## config.mk

```make
export PLATFORM = sky130hd
export DESIGN_NAME = smbus_config_control
export DESIGN_NICKNAME = d
export VERILOG_FILES = /design/src/hw/smbus_cfg_pkg.sv /design/src/hw/smbus_line_if.sv /design/src/hw/smbus_line_mon.sv /design/src/hw/smbus_overflow_sel.sv /design/src/hw/smbus_config_control.sv
export SDC_FILE = /design/constraint.sdc
export NUM_CORES = 1
export LEC_CHECK = 0
export BUFFER_PORTS_ARGS = -buffer_cell sky130_fd_sc_hd__clkbuf_2
export CAP_MARGIN = 20
export CORE_MARGIN = 5
export CORE_UTILIZATION = 56
export DETAILED_ROUTE_END_ITERATION = 12
export PLACE_DENSITY_LB_ADDON = 0.08
export SLEW_MARGIN = 30
export SYNTH_ARGS = -nofsm -noshare
export SYNTH_HDL_FRONTEND = slang
export SYNTH_HIERARCHICAL = 1
export SYNTH_SLANG_ARGS = --single-unit
```

## constraint.sdc

```tcl
create_clock -name core_clk_i -period 2.2 [get_ports core_clk_i]
set_input_delay 0.33 -clock core_clk_i [delete_from_list [all_inputs] [get_ports core_clk_i]]
set_output_delay 0.33 -clock core_clk_i [all_outputs]
set_load 0.005 [all_outputs]
```

## src/hw/smbus_cfg_pkg.sv

```systemverilog
// Package of register offsets, bit positions and timing constants
package smbus_cfg_pkg;
    localparam logic [7:0] CFG_ADDR = 8'hc1;
    localparam logic [7:0] CTL_ADDR = 8'hc0;
    // Configuration register bits
    localparam int CFG_EN = 7;
    localparam int CFG_INH = 6;
    localparam int CFG_BUSY = 5;
    localparam int CFG_SDA_HOLD_EXTEND = 4;
    localparam int CFG_TOE = 3;
    localparam int CFG_FTE = 2;
    localparam int CFG_CS_HI = 1;
    localparam int CFG_CS_LO = 0;
    // Control register bits
    localparam int CTL_MASTER = 7;
    localparam int CTL_TX = 6;
    localparam int CTL_STA = 5;
    localparam int CTL_STO = 4;
    localparam int CTL_ACK_REQUEST_FLAG = 3;
    localparam int CTL_ARB = 2;
    localparam int CTL_ACK = 1;
    localparam int CTL_SI = 0;
    localparam logic [7:0] CFG_RESET = 8'h00;
    localparam logic [7:0] CTL_RESET = 8'h00;
    // Core clock rate in MHz, SDA delays in core clocks, overflow and bit counts
    localparam int CORE_CLK_MHZ = 40;
    localparam int HOLD_NORM_CLKS = 3;
    localparam int SETUP_EXT_CLKS = 11;
    localparam int HOLD_EXT_CLKS = 12;
    localparam int FREE_PERIODS = 10;
    localparam int BIT_OVERFLOWS = 3;
    localparam int BYTE_BITS = 8;
    typedef enum logic [2:0] {
        ST_IDLE = 3'b000,
        ST_START = 3'b001,
        ST_LOW = 3'b011,
        ST_HIGH = 3'b010,
        ST_STOP = 3'b110,
        ST_STALL = 3'b111
    } mst_state_e;
endpackage : smbus_cfg_pkg

```

## src/hw/smbus_line_if.sv

```systemverilog
// Interface carrying synchronised bus line levels and events
`timescale 1ns/1ps
interface smbus_line_if;
    logic scl;
    logic sda;
    logic start_det;
    logic stop_det;
    logic scl_rise;
    logic scl_fall;
    modport mon (output scl, sda, start_det, stop_det, scl_rise, scl_fall);
    modport use_side (input scl, sda, start_det, stop_det, scl_rise, scl_fall);
endinterface : smbus_line_if

```

## src/hw/smbus_line_mon.sv

```systemverilog
// Pin synchroniser and START/STOP/edge detector
`timescale 1ns/1ps
module smbus_line_mon (
    input wire logic core_clk_i,
    input wire logic rst_n_i,
    input wire logic scl_i,
    input wire logic sda_i,
    smbus_line_if.mon lines
);
    logic [1:0] scl_sync_q, scl_sync_d;
    logic [1:0] sda_sync_q, sda_sync_d;
    logic scl_prev_q, sda_prev_q;

    always_comb begin
        scl_sync_d = {scl_sync_q[0], scl_i};
        sda_sync_d = {sda_sync_q[0], sda_i};
    end

    always_ff @(posedge core_clk_i) begin
        if (!rst_n_i) begin
            scl_sync_q <= 2'h3;
            sda_sync_q <= 2'h3;
            scl_prev_q <= 1'b1;
            sda_prev_q <= 1'b1;
        end else begin
            scl_sync_q <= scl_sync_d;
            sda_sync_q <= sda_sync_d;
            scl_prev_q <= scl_sync_q[1];
            sda_prev_q <= sda_sync_q[1];
        end
    end

    always_comb begin
        lines.scl = scl_sync_q[1];
        lines.sda = sda_sync_q[1];
        lines.scl_rise = scl_sync_q[1] & ~scl_prev_q;
        lines.scl_fall = ~scl_sync_q[1] & scl_prev_q;
        lines.start_det = scl_sync_q[1] & scl_prev_q & sda_prev_q
            & ~sda_sync_q[1];
        lines.stop_det = scl_sync_q[1] & scl_prev_q & ~sda_prev_q
            & sda_sync_q[1];
    end
endmodule : smbus_line_mon

```

## src/hw/smbus_overflow_sel.sv

```systemverilog
// Clock-source overflow selector with timer overflow synchronisers
`timescale 1ns/1ps
module smbus_overflow_sel (
    input wire logic core_clk_i,
    input wire logic rst_n_i,
    input wire logic [3:0] ovf_i,
    input wire logic [1:0] sel_i,
    output logic tick_o
);
    logic [3:0] s1_q, s2_q, s3_q;
    logic [3:0] rise;

    genvar g;
    for (g = 0; g < 4; g++) begin : g_sync
        // Overflows may come from a slower timer clock; count edges only
        always_ff @(posedge core_clk_i) begin
            if (!rst_n_i) begin
                s1_q[g] <= 1'b0;
                s2_q[g] <= 1'b0;
                s3_q[g] <= 1'b0;
            end else begin
                s1_q[g] <= ovf_i[g];
                s2_q[g] <= s1_q[g];
                s3_q[g] <= s2_q[g];
            end
        end
        assign rise[g] = s2_q[g] & ~s3_q[g];
    end

    always_ff @(posedge core_clk_i) begin
        if (!rst_n_i) begin
            tick_o <= 1'b0;
        end else begin
            tick_o <= rise[sel_i];
        end
    end
endmodule : smbus_overflow_sel

```

## src/hw/smbus_config_control.sv

```systemverilog
// SMBus configuration, clocking and control/status logic
`timescale 1ns/1ps
module smbus_config_control
    import smbus_cfg_pkg::*;
#(
    parameter int FREE_COUNT = FREE_PERIODS
) (
    input wire logic core_clk_i,
    input wire logic rst_n_i,
    input wire logic [7:0] reg_addr_i,
    input wire logic [7:0] reg_wdata_i,
    input wire logic reg_wr_i,
    output logic [7:0] cfg_rdata_o,
    output logic [7:0] ctl_rdata_o,
    input wire logic hw_ack_enable_i,
    input wire logic addr_match_i,
    input wire logic [3:0] timer_ovf_i,
    input wire logic scl_i,
    input wire logic sda_i,
    output logic scl_o,
    output logic scl_oe_o,
    output logic sda_o,
    output logic sda_oe_o,
    output logic timeout_reload_o,
    output logic timeout_count_o,
    output logic bus_free_o
);
    // Free counter is eight bits wide
    if (FREE_COUNT < 1 || FREE_COUNT > 255) begin : g_bad_free
        $error("FREE_COUNT out of range");
    end

    smbus_line_if lines ();
    logic tick;
    logic [7:0] cfg_q, cfg_d;
    logic master_q, master_d, tx_q, tx_d, sta_q, sta_d, sto_q, sto_d;
    logic ack_request_flag_q, ack_request_flag_d, arb_q, arb_d, ack_q, ack_d, si_q, si_d;
    logic inh_act_q, inh_act_d, ignore_q, ignore_d, busy_q, busy_d;
    logic [7:0] free_cnt_q, free_cnt_d;
    mst_state_e st_q, st_d;
    logic [1:0] ph_q, ph_d;
    logic [3:0] bit_q, bit_d;
    logic [3:0] dly_q, dly_d;
    logic scl_drv_q, scl_drv_d, sda_drv_q, sda_drv_d;
    logic sda_pend_q, sda_pend_d, sda_val_q, sda_val_d;
    logic wr_cfg, wr_ctl, si_clr, enable;
    logic [3:0] hold_clks;

    smbus_line_mon u_mon (
        .core_clk_i(core_clk_i),
        .rst_n_i(rst_n_i),
        .scl_i(scl_i),
        .sda_i(sda_i),
        .lines(lines)
    );

    smbus_overflow_sel u_sel (
        .core_clk_i(core_clk_i),
        .rst_n_i(rst_n_i),
        .ovf_i(timer_ovf_i),
        .sel_i(cfg_q[CFG_CS_HI:CFG_CS_LO]),
        .tick_o(tick)
    );

    assign enable = cfg_q[CFG_EN];
    assign wr_cfg = reg_wr_i && reg_addr_i == CFG_ADDR;
    assign wr_ctl = reg_wr_i && reg_addr_i == CTL_ADDR;
    assign si_clr = wr_ctl && !reg_wdata_i[CTL_SI] && si_q;
    assign hold_clks = cfg_q[CFG_SDA_HOLD_EXTEND] ? 4'(HOLD_EXT_CLKS)
                                          : 4'(HOLD_NORM_CLKS);

    // Configuration and status flags
    always_comb begin
        cfg_d = cfg_q;
        master_d = master_q;
        tx_d = tx_q;
        sta_d = sta_q;
        sto_d = sto_q;
        ack_request_flag_d = ack_request_flag_q;
        arb_d = arb_q;
        ack_d = ack_q;
        si_d = si_q;
        inh_act_d = inh_act_q;
        ignore_d = ignore_q;
        busy_d = busy_q;
        free_cnt_d = free_cnt_q;
        if (wr_cfg) begin
            cfg_d = reg_wdata_i;
            cfg_d[CFG_BUSY] = cfg_q[CFG_BUSY];
        end
        if (wr_ctl) begin
            sta_d = reg_wdata_i[CTL_STA];
            sto_d = reg_wdata_i[CTL_STO] & master_q;
            ack_d = reg_wdata_i[CTL_ACK];
            si_d = reg_wdata_i[CTL_SI];
            if (si_clr) begin
                arb_d = 1'b0;
                ack_request_flag_d = 1'b0;
            end
        end
        // Bus busy tracking and free timeout
        if (lines.start_det) begin
            busy_d = 1'b1;
            free_cnt_d = '0;
            inh_act_d = cfg_q[CFG_INH];
            ignore_d = 1'b0;
            if (!inh_act_q && !master_q) begin
                sta_d = 1'b1;
            end
        end else if (lines.stop_det) begin
            busy_d = 1'b0;
            master_d = 1'b0;
            // Own STOP raises no interrupt: it would stall the idle bus
            if (!master_q && !ignore_q && !inh_act_q) begin
                sto_d = 1'b1;
                si_d = 1'b1;
            end
        end else if (!(lines.scl && lines.sda)) begin
            free_cnt_d = '0;
        end else if (cfg_q[CFG_FTE] && tick && busy_q) begin
            if (free_cnt_q >= 8'(FREE_COUNT)) begin
                busy_d = 1'b0;
            end else begin
                free_cnt_d = free_cnt_q + 8'h01;
            end
        end
        // Master events
        if (st_q == ST_START && st_d == ST_LOW) begin
            master_d = 1'b1;
            tx_d = 1'b1;
            si_d = 1'b1;
        end
        // Lost when our released SDA reads low during SCL high
        if (st_q == ST_HIGH && tx_q && lines.scl && !sda_drv_q
            && !sda_pend_q && !lines.sda && master_q
            && bit_q < 4'(BYTE_BITS)) begin
            arb_d = 1'b1;
            master_d = 1'b0;
            si_d = 1'b1;
        end
        if (st_q == ST_HIGH && st_d == ST_STALL) begin
            si_d = 1'b1;
            if (bit_q == 4'(BYTE_BITS) && !tx_q && !hw_ack_enable_i) begin
                ack_request_flag_d = 1'b1;
            end
            if (tx_q && bit_q == 4'(BYTE_BITS)) begin
                ack_d = ~lines.sda;
            end
        end
        // Slave address NACK handling
        if (!master_q && lines.scl_rise && bit_q == 4'(BYTE_BITS)
            && !addr_match_i && hw_ack_enable_i) begin
            ignore_d = 1'b1;
        end
        if (si_clr && ack_request_flag_q && !reg_wdata_i[CTL_ACK] && !master_q) begin
            ignore_d = 1'b1;
        end
        // STO flag drops when the STOP state returns to idle
        if (st_q == ST_STOP && st_d == ST_IDLE) begin
            sto_d = 1'b0;
        end
        if (!enable) begin
            master_d = 1'b0;
            si_d = 1'b0;
        end
    end

    // Master SCL generation: low one overflow, high two overflows
    always_comb begin
        st_d = st_q;
        ph_d = ph_q;
        bit_d = bit_q;
        scl_drv_d = scl_drv_q;
        unique case (st_q)
            ST_IDLE: begin
                scl_drv_d = 1'b0;
                if (enable && sta_q && !busy_q && tick) begin
                    st_d = ST_START;
                end
            end
            ST_START: begin
                if (tick) begin
                    st_d = ST_LOW;
                    scl_drv_d = 1'b1;
                    bit_d = '0;
                end
            end
            ST_LOW: begin
                scl_drv_d = 1'b1;
                if (tick) begin
                    st_d = ST_HIGH;
                    scl_drv_d = 1'b0;
                    ph_d = '0;
                end
            end
            ST_HIGH: begin
                // Wait for SCL actually high before counting: stretch
                if (lines.scl && tick) begin
                    ph_d = ph_q + 2'h1;
                    if (ph_q == 2'(BIT_OVERFLOWS - 2)) begin
                        bit_d = bit_q + 4'h1;
                        scl_drv_d = 1'b1;
                        if (bit_q == 4'(BYTE_BITS)) begin
                            st_d = ST_STALL;
                        end else begin
                            st_d = ST_LOW;
                        end
                    end
                end
            end
            ST_STALL: begin
                scl_drv_d = 1'b1;
                if (!si_q) begin
                    bit_d = '0;
                    st_d = sto_q ? ST_STOP : ST_LOW;
                end
            end
            ST_STOP: begin
                // SDA must be low before SCL rises, or no STOP is seen
                scl_drv_d = !sda_drv_q;
                if (tick && lines.scl) begin
                    st_d = ST_IDLE; // restart follows if start set
                end
            end
            default: st_d = ST_IDLE;
        endcase
        if (!enable || arb_q) begin
            st_d = ST_IDLE;
            scl_drv_d = 1'b0;
        end
    end

    // SDA drive with hold timing after each SCL fall
    always_comb begin
        sda_pend_d = sda_pend_q;
        sda_val_d = sda_val_q;
        sda_drv_d = sda_drv_q;
        dly_d = dly_q;
        if (wr_ctl && (ack_request_flag_q || hw_ack_enable_i) && !tx_q) begin
            sda_drv_d = reg_wdata_i[CTL_ACK];
        end
        if (lines.scl_fall) begin
            sda_pend_d = 1'b1;
            dly_d = hold_clks;
            if (st_q == ST_STOP) begin
                sda_val_d = 1'b1;
            end else if (!tx_q && bit_q == 4'(BYTE_BITS)) begin
                sda_val_d = ack_q && !inh_act_q && !ignore_q;
            end else begin
                sda_val_d = 1'b0;
            end
        end else if (sda_pend_q) begin
            if (dly_q == 4'h0) begin
                sda_pend_d = 1'b0;
                sda_drv_d = sda_val_q;
            end else begin
                dly_d = dly_q - 4'h1;
            end
        end
        if (st_q == ST_START) begin
            sda_drv_d = 1'b1;
        end
        if ((st_q == ST_STALL || st_q == ST_STOP) && sto_q && !sda_pend_q
            && !lines.scl && !lines.scl_fall) begin
            sda_drv_d = 1'b1;
        end
        if (st_q == ST_STOP && lines.scl && tick) begin
            sda_drv_d = 1'b0;
        end
        if (!enable) begin
            sda_drv_d = 1'b0;
            sda_pend_d = 1'b0;
        end
    end

    always_ff @(posedge core_clk_i) begin
        if (!rst_n_i) begin
            cfg_q <= CFG_RESET;
            {master_q, tx_q, sta_q, sto_q} <= 4'h0;
            {ack_request_flag_q, arb_q, ack_q, si_q} <= 4'h0;
            inh_act_q <= 1'b0;
            ignore_q <= 1'b0;
            busy_q <= 1'b0;
            free_cnt_q <= 8'h00;
            st_q <= ST_IDLE;
            ph_q <= 2'h0;
            bit_q <= 4'h0;
            dly_q <= 4'h0;
            scl_drv_q <= 1'b0;
            sda_drv_q <= 1'b0;
            sda_pend_q <= 1'b0;
            sda_val_q <= 1'b0;
        end else begin
            cfg_q <= cfg_d;
            {master_q, tx_q, sta_q, sto_q} <= {master_d, tx_d, sta_d, sto_d};
            {ack_request_flag_q, arb_q, ack_q, si_q} <= {ack_request_flag_d, arb_d, ack_d, si_d};
            inh_act_q <= inh_act_d;
            ignore_q <= ignore_d;
            busy_q <= busy_d;
            free_cnt_q <= free_cnt_d;
            st_q <= st_d;
            ph_q <= ph_d;
            bit_q <= bit_d;
            dly_q <= dly_d;
            scl_drv_q <= scl_drv_d;
            sda_drv_q <= sda_drv_d;
            sda_pend_q <= sda_pend_d;
            sda_val_q <= sda_val_d;
        end
    end

    // Registered outputs
    always_ff @(posedge core_clk_i) begin
        if (!rst_n_i) begin
            cfg_rdata_o <= CFG_RESET;
            ctl_rdata_o <= CTL_RESET;
            scl_o <= 1'b0;
            scl_oe_o <= 1'b0;
            sda_o <= 1'b0;
            sda_oe_o <= 1'b0;
            timeout_reload_o <= 1'b0;
            timeout_count_o <= 1'b0;
            bus_free_o <= 1'b1;
        end else begin
            cfg_rdata_o <= {cfg_d[7:6], busy_d, cfg_d[4:0]};
            ctl_rdata_o <= {master_d, tx_d, sta_d, sto_d,
                            ack_request_flag_d, arb_d, ack_d, si_d};
            scl_o <= 1'b0;
            scl_oe_o <= scl_drv_d || (si_d && enable);
            sda_o <= 1'b0;
            sda_oe_o <= sda_drv_d;
            timeout_reload_o <= cfg_q[CFG_TOE] && lines.scl;
            timeout_count_o <= cfg_q[CFG_TOE] && !lines.scl;
            bus_free_o <= !busy_d;
        end
    end
endmodule : smbus_config_control

```

==> summary.md, run 1 <==
| Metric | Value |
|---|---|
| Status | `complete, no violations` |
| CTS resizes | `0` |
| Final min period | `1.84 ns` |
| First-pass GRT wire length | `10700 um` |
| Worst vdd ir | `0.480 mV` |
| Max-slew headroom | `59.2%` |
| Synth area leaders | `dfxtp_1 44%, mux2i_1 4.3%, nor2_1 3.8%, nor2b_1 3.7%, nand2_1 3.1%` |
| Leakage Power | `1.39 nW` |
| Clock Pin Slew Worst Setup and Hold Paths | `0.07 ns` |
| Initial antenna violation count | `0` |
| Clock Sinks | `66` |
| DRC viols | `0` |
| Hold Slack | `0.166 ns` |
| Seq cells post-synth | `66` |
| Commonest cells post-synth | `66 x dfxtp_1, 31 x nor2_1, 25 x nand2_1, 18 x nor2b_1` |
| Least-Margin Pin Slew | `0.603 ns` |
| Period utilization | `83.4%` |
| CP arrival | `2.09 ns` |
| Core Area | `0.00517 mm^2` |
| Io pins | `50` |
| Root Buffer | `clkbuf_8` |
| Count of final setup violators | `0` |
| Post-DP Area | `0.00325 mm^2` |
| Count leader, synth | `dfxtp_1` |
| Final Hold Viols | `0` |
| Max-cap violations | `0` |
| CTS tree | `yes` |
| Post-detail-place hpwl | `4630 um` |
| Area Overhead vs Synth | `13.7%` |
| Setup Crit Path Kind | `register to register` |
| Initial Utilization | `58.5%` |
| Total vias in the final route | `2398` |
| Setup Skew | `0.00903 ns` |
| Die H | `83.5 um` |
| Chip width | `83.5 um` |
| Total Power | `0.00230 W` |
| CTS H-Tree Depth | `3` |
| Die area | `0.00697 mm^2` |
| Vias in the first global route | `2228` |
| Final core utilization | `66.5%` |
| Post-Syn Area | `0.00303 mm^2` |
| GP Congestion | `0.868` |
| Worst endpoint required time | `2.45 ns` |
| Cts bufs inserted | `9` |
| Hold WC Path Type | `primary input to register` |
| Number of synthesized flops with an enable pin | `0` |
| Setup Fix Bufs, Post-CTS | `0` |
| GRT Overall Usage | `18.9%` |
| Hold_buf cts | `0` |
| RSZ-0062 raised after global routing | `no` |
| Syn. warnings | `6` |
| CP Capture Type | `register` |
| Post-Synthesis Cells | `331` |
| Ys async rst share | `0%` |
| Gr ovfl total | `0` |
| Worst-skew pair later-pin latency | `0.34 ns` |
| Startpoint Class | `register` |
| WHS Path Cells | `2` |
| PD cells | `669 mW/mm^2` |
| Drt via density | `5.36` |
| Share of cells above drive strength 1 | `21.2%` |
| Worst reg-to-reg setup slack | `0.36 ns` |
| Reg2reg path depth | `5` |
| Max clock buf depth | `2` |
| Nets@finish | `405` |
| Max Fclk | `0.545 GHz` |
| Total negative setup slack | `0 ns` |
| Routed wire length | `6260 um` |
| CP max FO | `12` |
| Ys flop type | `dfxtp_1` |
| Largest net degree at the start of global routing | `29` |
| # rows | `26` |
| Number of buffers added on ports | `47` |
| Mapped Avg Cell Area | `9.14 um^2` |
| Seq/Total Area, Yosys | `43.7%` |
| Largest area contributor in the netlist | `dfxtp_1` |
| Final instance area | `0.00344 mm^2` |
| DR pass1 iterations | `5` |
| ANT cells | `0` |
| WL/cell | `14.0 um` |
| Final Slew Violations | `0` |
| Initial detailed-routing violation count | `132` |
| Synth unique cells | `63` |
| Top cell type's share of synthesized area | `43.7%` |
| Number of routed nets with antenna violations | `0` |
## per-layer routing
layer | vias to the layer above | share of wire [%] | track usage [%]
met5 | - | 0 | 0
met4 | 0 | 1.6 | 7.16
met3 | 10 | 7.0 | 5.92
met2 | 71 | 43 | 28.0
met1 | 1101 | 48 | 25.6
li1 | 1216 | - | -
## per-stage QoR
step / std cells / setup WS [ns]
after floorplan: 332 / 0.465
after global placement: 431 / 0.305
after detailed placement: 431 / 0.254
after CTS: 447 / 0.376
after global routing: 447 / 0.0673
final: 447 / 0.364
## final cells by class
class / instances / area [um^2]
fillers: 418 / 1730
well taps: 70 / 87.6
inverters: 14 / 52.6
clock inverters: 3 / 22.5
clock buffers: 13 / 169
flip-flops and latches: 66 / 1320
multi-input cells: 230 / 1520
repair buffers: 51 / 265
## where the power goes
| part | internal, W | switching (W) |
|---|---|---|
| logic | 0.0000545 | 0.0000568 |
| clock network | 0.000502 | 0.000458 |
| registers | 0.00122 | 0.0000134 |
| total | 0.00177 | 0.000529 |
## critical path, cell delays in order, from the launching register on
cell and delay [ns]:
dfxtp_1 0.53, or3b_1 0.46, nor3_1 0.33, nor3_1 0.12
a31o_1 0.25, o221ai_1 0.07
## registers in the layout, indices dropped and copies added (netlist names), 3 cells and up
| register | flops |
|---|---|
| free_cnt_q | 8 |
| cfg_q | 7 |
| ctl_rdata_o | 7 |
| bit_q | 4 |
| dly_q | 4 |
| u_sel/s1_q | 4 |
| u_sel/s2_q | 4 |
| u_sel/s3_q | 4 |
| st_q | 3 |
## path summary, 6_finish.rpt
kind | start | endpoint
worst min-delay path | sda_i | u_mon/sda_sync_q[0]
worst max-delay path | st_q[1] | scl_oe_o
worst max register to register | st_q[1] | scl_oe_o
worst min register to register | u_mon/scl_sync_q[0] | u_mon/scl_sync_q[1]
## logic make-up after synthesis
kind of cell               Yosys count  synth area share, %
and+or+nand+nor                    144                 27.4
adders and majority gates            6                 2.48
other                                1                0.124
buffers and inverters               36                 6.16
AOI/OAI and AO/OA                   56                 13.0
muxes                               14                 4.80
xor gates and xnor gates             8                 2.32
DFF                                 66                 43.7
## cells in the final DEF, fill, tap and decap left out, types with 5 or more instances in the layout
cell / Yosys / final
dfxtp_1: 66 / 66
clkbuf_2: 0 / 47
nor2_1: 31 / 31
nand2_1: 25 / 25
nor2b_1: 18 / 18
inv_1: 14 / 14
and2_1: 14 / 14
a21oi_1: 14 / 14
mux2i_1: 13 / 13
nand2b_1: 12 / 12
clkbuf_8: 0 / 12
o21ai_0: 7 / 7
nor3_1: 6 / 6
ha_1: 6 / 6
nand3_1: 5 / 5
a31oi_1: 5 / 5
Note: power is estimated with default switching activity, not from simulation.
==> run 2, diff against run 1 <==
clock period = 1.7 ns   (was 2.2 ns; I/O delays follow)
==> run 2 against run 1 <==
Clock skew is 0.0012 ns lower. Utilization rose by 4.3 points. Largest power group unchanged. Critical path type unchanged. Hold slack worse by 0.072 ns. Global-route usage is 0.76 points higher. Power is 31% higher. Setup slack got worse by 0.27 ns. Highest routed layer unchanged.
==> summary.md, run 2 (same netlist as run 1, synthesis figures left out) <==
| Metric | Value |
|---|---|
| Worst-skew pair later-pin latency | `0.34 ns (about the same)` |
| Final Slew Violations | `0 (unchanged)` |
| Max-cap violations | `0 (unchanged)` |
| Final min period | `1.60 ns (was 1.84 ns)` |
| Initial detailed-routing violation count | `122 (was 132)` |
| WL/cell | `14.0 um (about the same)` |
| Status | `complete, no violations (unchanged)` |
| Root Buffer | `clkbuf_8 (unchanged)` |
| Clock Sinks | `66 (unchanged)` |
| Total negative setup slack | `0 ns (unchanged)` |
| GP Congestion | `0.855 (was 0.868)` |
| Worst slack at placement | `-0.132 ns (was 0.254 ns)` |
| RSZ-0062 raised after global routing | `no (unchanged)` |
| GRT Overall Usage | `19.6% (was 18.9%)` |
| Setup Crit Path Kind | `register to register (unchanged)` |
| CP max FO | `4 (was 12)` |
| Largest net degree at the start of global routing | `24 (was 29)` |
| Total vias in the final route | `2486 (was 2398)` |
| CP arrival | `1.88 ns (was 2.09 ns)` |
| Gr ovfl total | `0 (unchanged)` |
| CTS resizes | `0 (unchanged)` |
| Least-Margin Pin Slew | `0.521 ns (was 0.603 ns)` |
| Io pins | `50 (unchanged)` |
| Max reg flops | `8 (unchanged)` |
| Nets@finish | `429 (was 405)` |
| CP peak stage delay | `0.45 ns (was 0.53 ns)` |
| Routed wire length | `6550 um (was 6260 um)` |
| Share of cells above drive strength 1 | `28.1% (was 21.2%)` |
| Bufs and invs on worst path | `0 (unchanged)` |
| First-pass GRT wire length | `11000 um (was 10700 um)` |
| Max-slew headroom | `65.0% (was 59.2%)` |
| Setup Fix Bufs, Post-CTS | `0 (unchanged)` |
| CTS tree | `yes (unchanged)` |
| DR pass1 iterations | `4 (was 5)` |
| Most frequent cells in the layout | `63 x dfxtp_1, 47 x clkbuf_2, 31 x nor2_1 (was 66 x dfxtp_1, 47 x clkbuf_2, 31 x nor2_1)` |
| Core Area | `0.00517 mm^2 (unchanged)` |
| Number of buffers added on ports | `47 (unchanged)` |
| Largest regs | `free_cnt_q x8, cfg_q x7, ctl_rdata_o x7 (unchanged)` |
| Initial Utilization | `58.5% (unchanged)` |
| Kind of cell adding the most delay to the critical path | `simple AND/OR/NAND/NOR gates (unchanged)` |
| Fill count | `398 (was 418)` |
| # rows | `26 (unchanged)` |
| Hold_buf cts | `0 (unchanged)` |
| Vias in the first global route | `2307 (was 2228)` |
| Clock Pin Slew Worst Setup and Hold Paths | `0.07 ns (about the same)` |
| Initial antenna violation count | `0 (unchanged)` |
| DRC viols | `0 (unchanged)` |
| Final setup margin | `0.0973 ns (was 0.364 ns)` |
| Count of final setup violators | `0 (unchanged)` |
| Worst vdd ir | `0.625 mV (was 0.480 mV)` |
| Die area | `0.00697 mm^2 (unchanged)` |
| CTS H-Tree Depth | `3 (unchanged)` |
| Worst endpoint required time | `1.98 ns (was 2.45 ns)` |
| Hold WC Path Type | `primary input to register (unchanged)` |
| Period utilization | `94.3% (was 83.4%)` |
| Max Fclk | `0.624 GHz (was 0.545 GHz)` |
| CP Capture Type | `register (unchanged)` |
| CP max stage cell | `or4_1 (was dfxtp_1)` |
| Cts bufs inserted | `9 (unchanged)` |
| Number of routed nets with antenna violations | `0 (unchanged)` |
| Post-detail-place hpwl | `4980 um (was 4630 um)` |
| Max clock buf depth | `2 (unchanged)` |
| Most common cell after layout, fill and taps aside | `dfxtp_1 (unchanged)` |
| Area Overhead vs Synth | `21.1% (was 13.7%)` |
| Leakage Power | `1.51 nW (was 1.39 nW)` |
| Setup Skew | `0.00786 ns (was 0.00903 ns)` |
| ANT cells | `0 (unchanged)` |
| Top reg by flops | `free_cnt_q (unchanged)` |
| Startpoint Class | `register (unchanged)` |
| Final Hold Viols | `0 (unchanged)` |
| Chip width | `83.5 um (unchanged)` |
| Cell Chain, Critical Path | `ha_1 > nand3_1 > nor2_1 > o211ai_2 > or4_1 > a21boi_2 (was or3b_1 > nor3_1 > nor3_1 > a31o_1 > o221ai_1)` |
| Drt via density | `5.30 (was 5.36)` |
| PD cells | `821 mW/mm^2 (was 669 mW/mm^2)` |
| Die H | `83.5 um (unchanged)` |
## run 2: cell types whose count changed in the layout (fill, tap and decap cells not counted), moves of 3 or more
cell | previous run | this run
buf_4 | 4 | 27
clkbuf_8 | 12 | 9
dfxtp_2 | 0 | 3
dfxtp_1 | 66 | 63
## run 2: per-layer routing
metal	GRT usage [%]	vias up	part of all wire [%]	wire length, um
li1	-	1259	-	-
met1	25.9	1143	48	3130
met4	8.63	0	1.8	121
met2	30.0	73	44	2900
met3	5.43	11	6.0	396
met5	0	-	0	0
## run 2: worst reg2reg max path: stages, from the launching register on
cell and delay, ns:
dfxtp_1 0.36, ha_1 0.19, nand3_1 0.11, nor2_1 0.15, o211ai_2 0.15, or4_1 0.45, a21boi_2 0.13
## run 2: power breakdown
group | total (W) | internal, W | switching [W] | leakage [nW]
registers | 0.00159 | 0.00157 | 0.0000185 | 0.537
clock network | 0.00126 | 0.000657 | 0.000598 | 0.0832
logic | 0.000159 | 0.0000818 | 0.0000769 | 0.885
## run 2: final cells by class
cell class	instances	area, um^2	area share, %
clock buffer	9	124	3.38
clock inverter	5	57.6	1.57
inverter	14	52.6	1.43
tap	70	87.6	2.39
sequential	66	1330	36.2
timing repair buffer	75	458	12.5
multi-input combinational	230	1560	42.6
## run 2: per-stage QoR
| step | total power, W | utilization (%) | instances | instance area (um^2) | hold slack (ns) |
|---|---|---|---|---|---|
| after floorplan | 0.00171 | - | 332 | 3030 | 0.328 |
| after detailed placement | 0.00178 | 66.5 | 455 | 3440 | 0.395 |
| final | 0.00301 | 70.8 | 469 | 3660 | 0.0943 |
| after global placement | 0.00178 | 66.5 | 455 | 3440 | 0.393 |
| after CTS | 0.00303 | 70.0 | 469 | 3620 | 0.0708 |
| after global routing | 0.00313 | 70.8 | 469 | 3660 | 0.0770 |
## run 2: worst paths after layout
check,start,to,slack [ns],cells past startpoint
hold / removal,scl_i,u_mon/scl_sync_q[0],0.09,2
setup reg to reg,ph_q[0],ctl_rdata_o[1],0.1,6
hold reg to reg,u_mon/sda_sync_q[0],u_mon/sda_sync_q[1],0.41,1
setup / recovery,ph_q[0],ctl_rdata_o[1],0.1,6
==> run 3, diff against run 2 <==
REMOVE_ABC_BUFFERS = 1   (was default)
==> run 3 against run 2 <==
Count of clock-buffer cells in the layout increased by 1. Clock skew shrank 0.0040 ns. Die area is the same. Global-route usage grew 1.2 points. Via count grew 3.1%. Critical path depth down 1. Sequential power is essentially flat. Design area rose by 1.6%. Register-to-register slack got worse by 0.03 ns. Largest cell class unchanged.
==> summary.md, run 3 (same netlist as run 1, synthesis figures left out) <==
| Metric | Value |
|---|---|
| Status | `complete, no violations (unchanged)` |
| Initial Utilization | `58.5% (unchanged)` |
| First-pass GRT wire length | `11800 um (was 11000 um)` |
| Final min period | `1.63 ns (was 1.60 ns)` |
| Worst-skew pair later-pin latency | `0.35 ns (was 0.34 ns)` |
| Clock Pin Slew Worst Setup and Hold Paths | `0.07 ns (about the same)` |
| Worst Hold Launch | `scl_i (unchanged)` |
| Post-detail-place hpwl | `5160 um (was 4980 um)` |
| Max-cap violations | `0 (unchanged)` |
| Gr ovfl total | `0 (unchanged)` |
| CTS tree | `yes (unchanged)` |
| Cts bufs inserted | `9 (unchanged)` |
| DRC viols | `0 (unchanged)` |
| Leakage Power | `1.54 nW (was 1.51 nW)` |
| Worst setup path start | `st_q[2] (was ph_q[0])` |
| Number of routed nets with antenna violations | `0 (unchanged)` |
| Initial detailed-routing violation count | `169 (was 122)` |
| Total vias in the final route | `2564 (was 2486)` |
| Max Fclk | `0.614 GHz (was 0.624 GHz)` |
| Drt via density | `5.40 (was 5.30)` |
| Core Area | `0.00517 mm^2 (unchanged)` |
| DR pass1 iterations | `4 (unchanged)` |
| Period utilization | `95.9% (was 94.3%)` |
| Area Overhead vs Synth | `23.0% (was 21.1%)` |
| Hold Slack | `0.0869 ns (was 0.0943 ns)` |
| Startpoint Class | `register (unchanged)` |
| Die area | `0.00697 mm^2 (unchanged)` |
| Max-slew headroom | `65.6% (was 65.0%)` |
| Final core utilization | `72.0% (was 70.8%)` |
| CP max FO | `7 (was 4)` |
| Top reg by flops | `free_cnt_q (unchanged)` |
| Setup Skew | `0.00387 ns (was 0.00786 ns)` |
| CP arrival | `1.91 ns (was 1.88 ns)` |
| Worst endpoint required time | `1.98 ns (about the same)` |
| Worst vdd ir | `0.678 mV (was 0.625 mV)` |
| PD cells | `872 mW/mm^2 (was 821 mW/mm^2)` |
| Largest net degree at the start of global routing | `26 (was 24)` |
| Die H | `83.5 um (unchanged)` |
| Number of buffers added on ports | `47 (unchanged)` |
| Count of final setup violators | `0 (unchanged)` |
| # rows | `26 (unchanged)` |
| Hold_buf cts | `0 (unchanged)` |
| Chip width | `83.5 um (unchanged)` |
| Total Power | `0.00325 W (was 0.00301 W)` |
| Vias in the first global route | `2522 (was 2307)` |
| ANT cells | `0 (unchanged)` |
| Clock Sinks | `66 (unchanged)` |
| GRT Overall Usage | `20.8% (was 19.6%)` |
| Most common cell after layout, fill and taps aside | `dfxtp_1 (unchanged)` |
| CTS H-Tree Depth | `3 (unchanged)` |
| Max clock buf depth | `2 (unchanged)` |
| Setup Crit Path Kind | `register to register (unchanged)` |
| Root Buffer | `clkbuf_8 (unchanged)` |
| Io pins | `50 (unchanged)` |
| Final Hold Viols | `0 (unchanged)` |
| Max reg flops | `8 (unchanged)` |
| WL/cell | `14.5 um (was 14.0 um)` |
| Routed wire length | `6900 um (was 6550 um)` |
| Largest regs | `free_cnt_q x8, cfg_q x7, ctl_rdata_o x7 (unchanged)` |
| GP Congestion | `0.894 (was 0.855)` |
| Worst r2r src | `st_q[2] (was ph_q[0])` |
| Final Slew Violations | `0 (unchanged)` |
| Nets@finish | `433 (was 429)` |
| Most frequent cells in the layout | `60 x dfxtp_1, 47 x clkbuf_2, 32 x buf_4 (was 63 x dfxtp_1, 47 x clkbuf_2, 31 x nor2_1)` |
| Least-Margin Pin Slew | `0.513 ns (was 0.521 ns)` |
| CP Capture Type | `register (unchanged)` |
| Final Instance Count excl. Fillers | `475 (was 469)` |
| DP Cell Count | `458 (was 455)` |
| Share of cells above drive strength 1 | `29.9% (was 28.1%)` |
| Hold WC Path Type | `primary input to register (unchanged)` |
| Initial antenna violation count | `0 (unchanged)` |
==> run 3: routing by layer <==
layer  global-route usage, %  routed length (um)  up-vias
li1                        -                   -     1269
met1                    27.1                3210     1193
met2                    32.3                3050       95
met3                    6.81                 563        7
met4                    7.60                  83        0
met5                       0                   0        -
==> run 3: path summary, 6_finish.rpt <==
kind                    endpoint  slack [ns]  cells after the start
min reg2reg  u_mon/scl_sync_q[1]        0.42                      1
max reg2reg       ctl_rdata_o[3]        0.07                      5
min          u_mon/scl_sync_q[0]        0.09                      2
max               ctl_rdata_o[3]        0.07                      5
==> run 3: power breakdown <==
part	internal, W	switching [W]
Sequential	0.00157	0.0000185
Clock	0.000867	0.000628
Combinational	0.0000820	0.0000756
Total	0.00252	0.000722
==> run 3: what timing repair did <==
item,in CTS,in global routing
gates resized for setup,2,11
setup endpoints to repair,3,11
setup buffers,0,1
pin swaps,0,1
hold endpoints to repair,0,0
==> run 3: layout make-up <==
class,instances,area (um^2)
sequential,66,1330
fill,401,1450
tap,70,87.6
clock buffer,10,138
clock inverter,6,90.1
inverter,14,52.6
multi-input combinational,230,1550
timing repair buffer,79,475
==> run 3: stage by stage <==
stage | TNS (ns) | instance area [um^2] | worst slack, ns
global route | -0.00339 | 3720 | -0.00339
floorplan | 0 | 2900 | 0.0399
finish | 0 | 3720 | 0.0705
global placement | -0.234 | 3450 | -0.0964
detailed placement | -0.456 | 3450 | -0.132
CTS | 0 | 3680 | 0.0526
==> run 3: worst max-delay path, cell delays in order, from the launching register on <==
cell and delay (ns):
dfxtp_1 0.38, buf_4 0.18, nor3b_4 0.23, o211ai_2 0.19, or4_1 0.42, a21boi_1 0.16
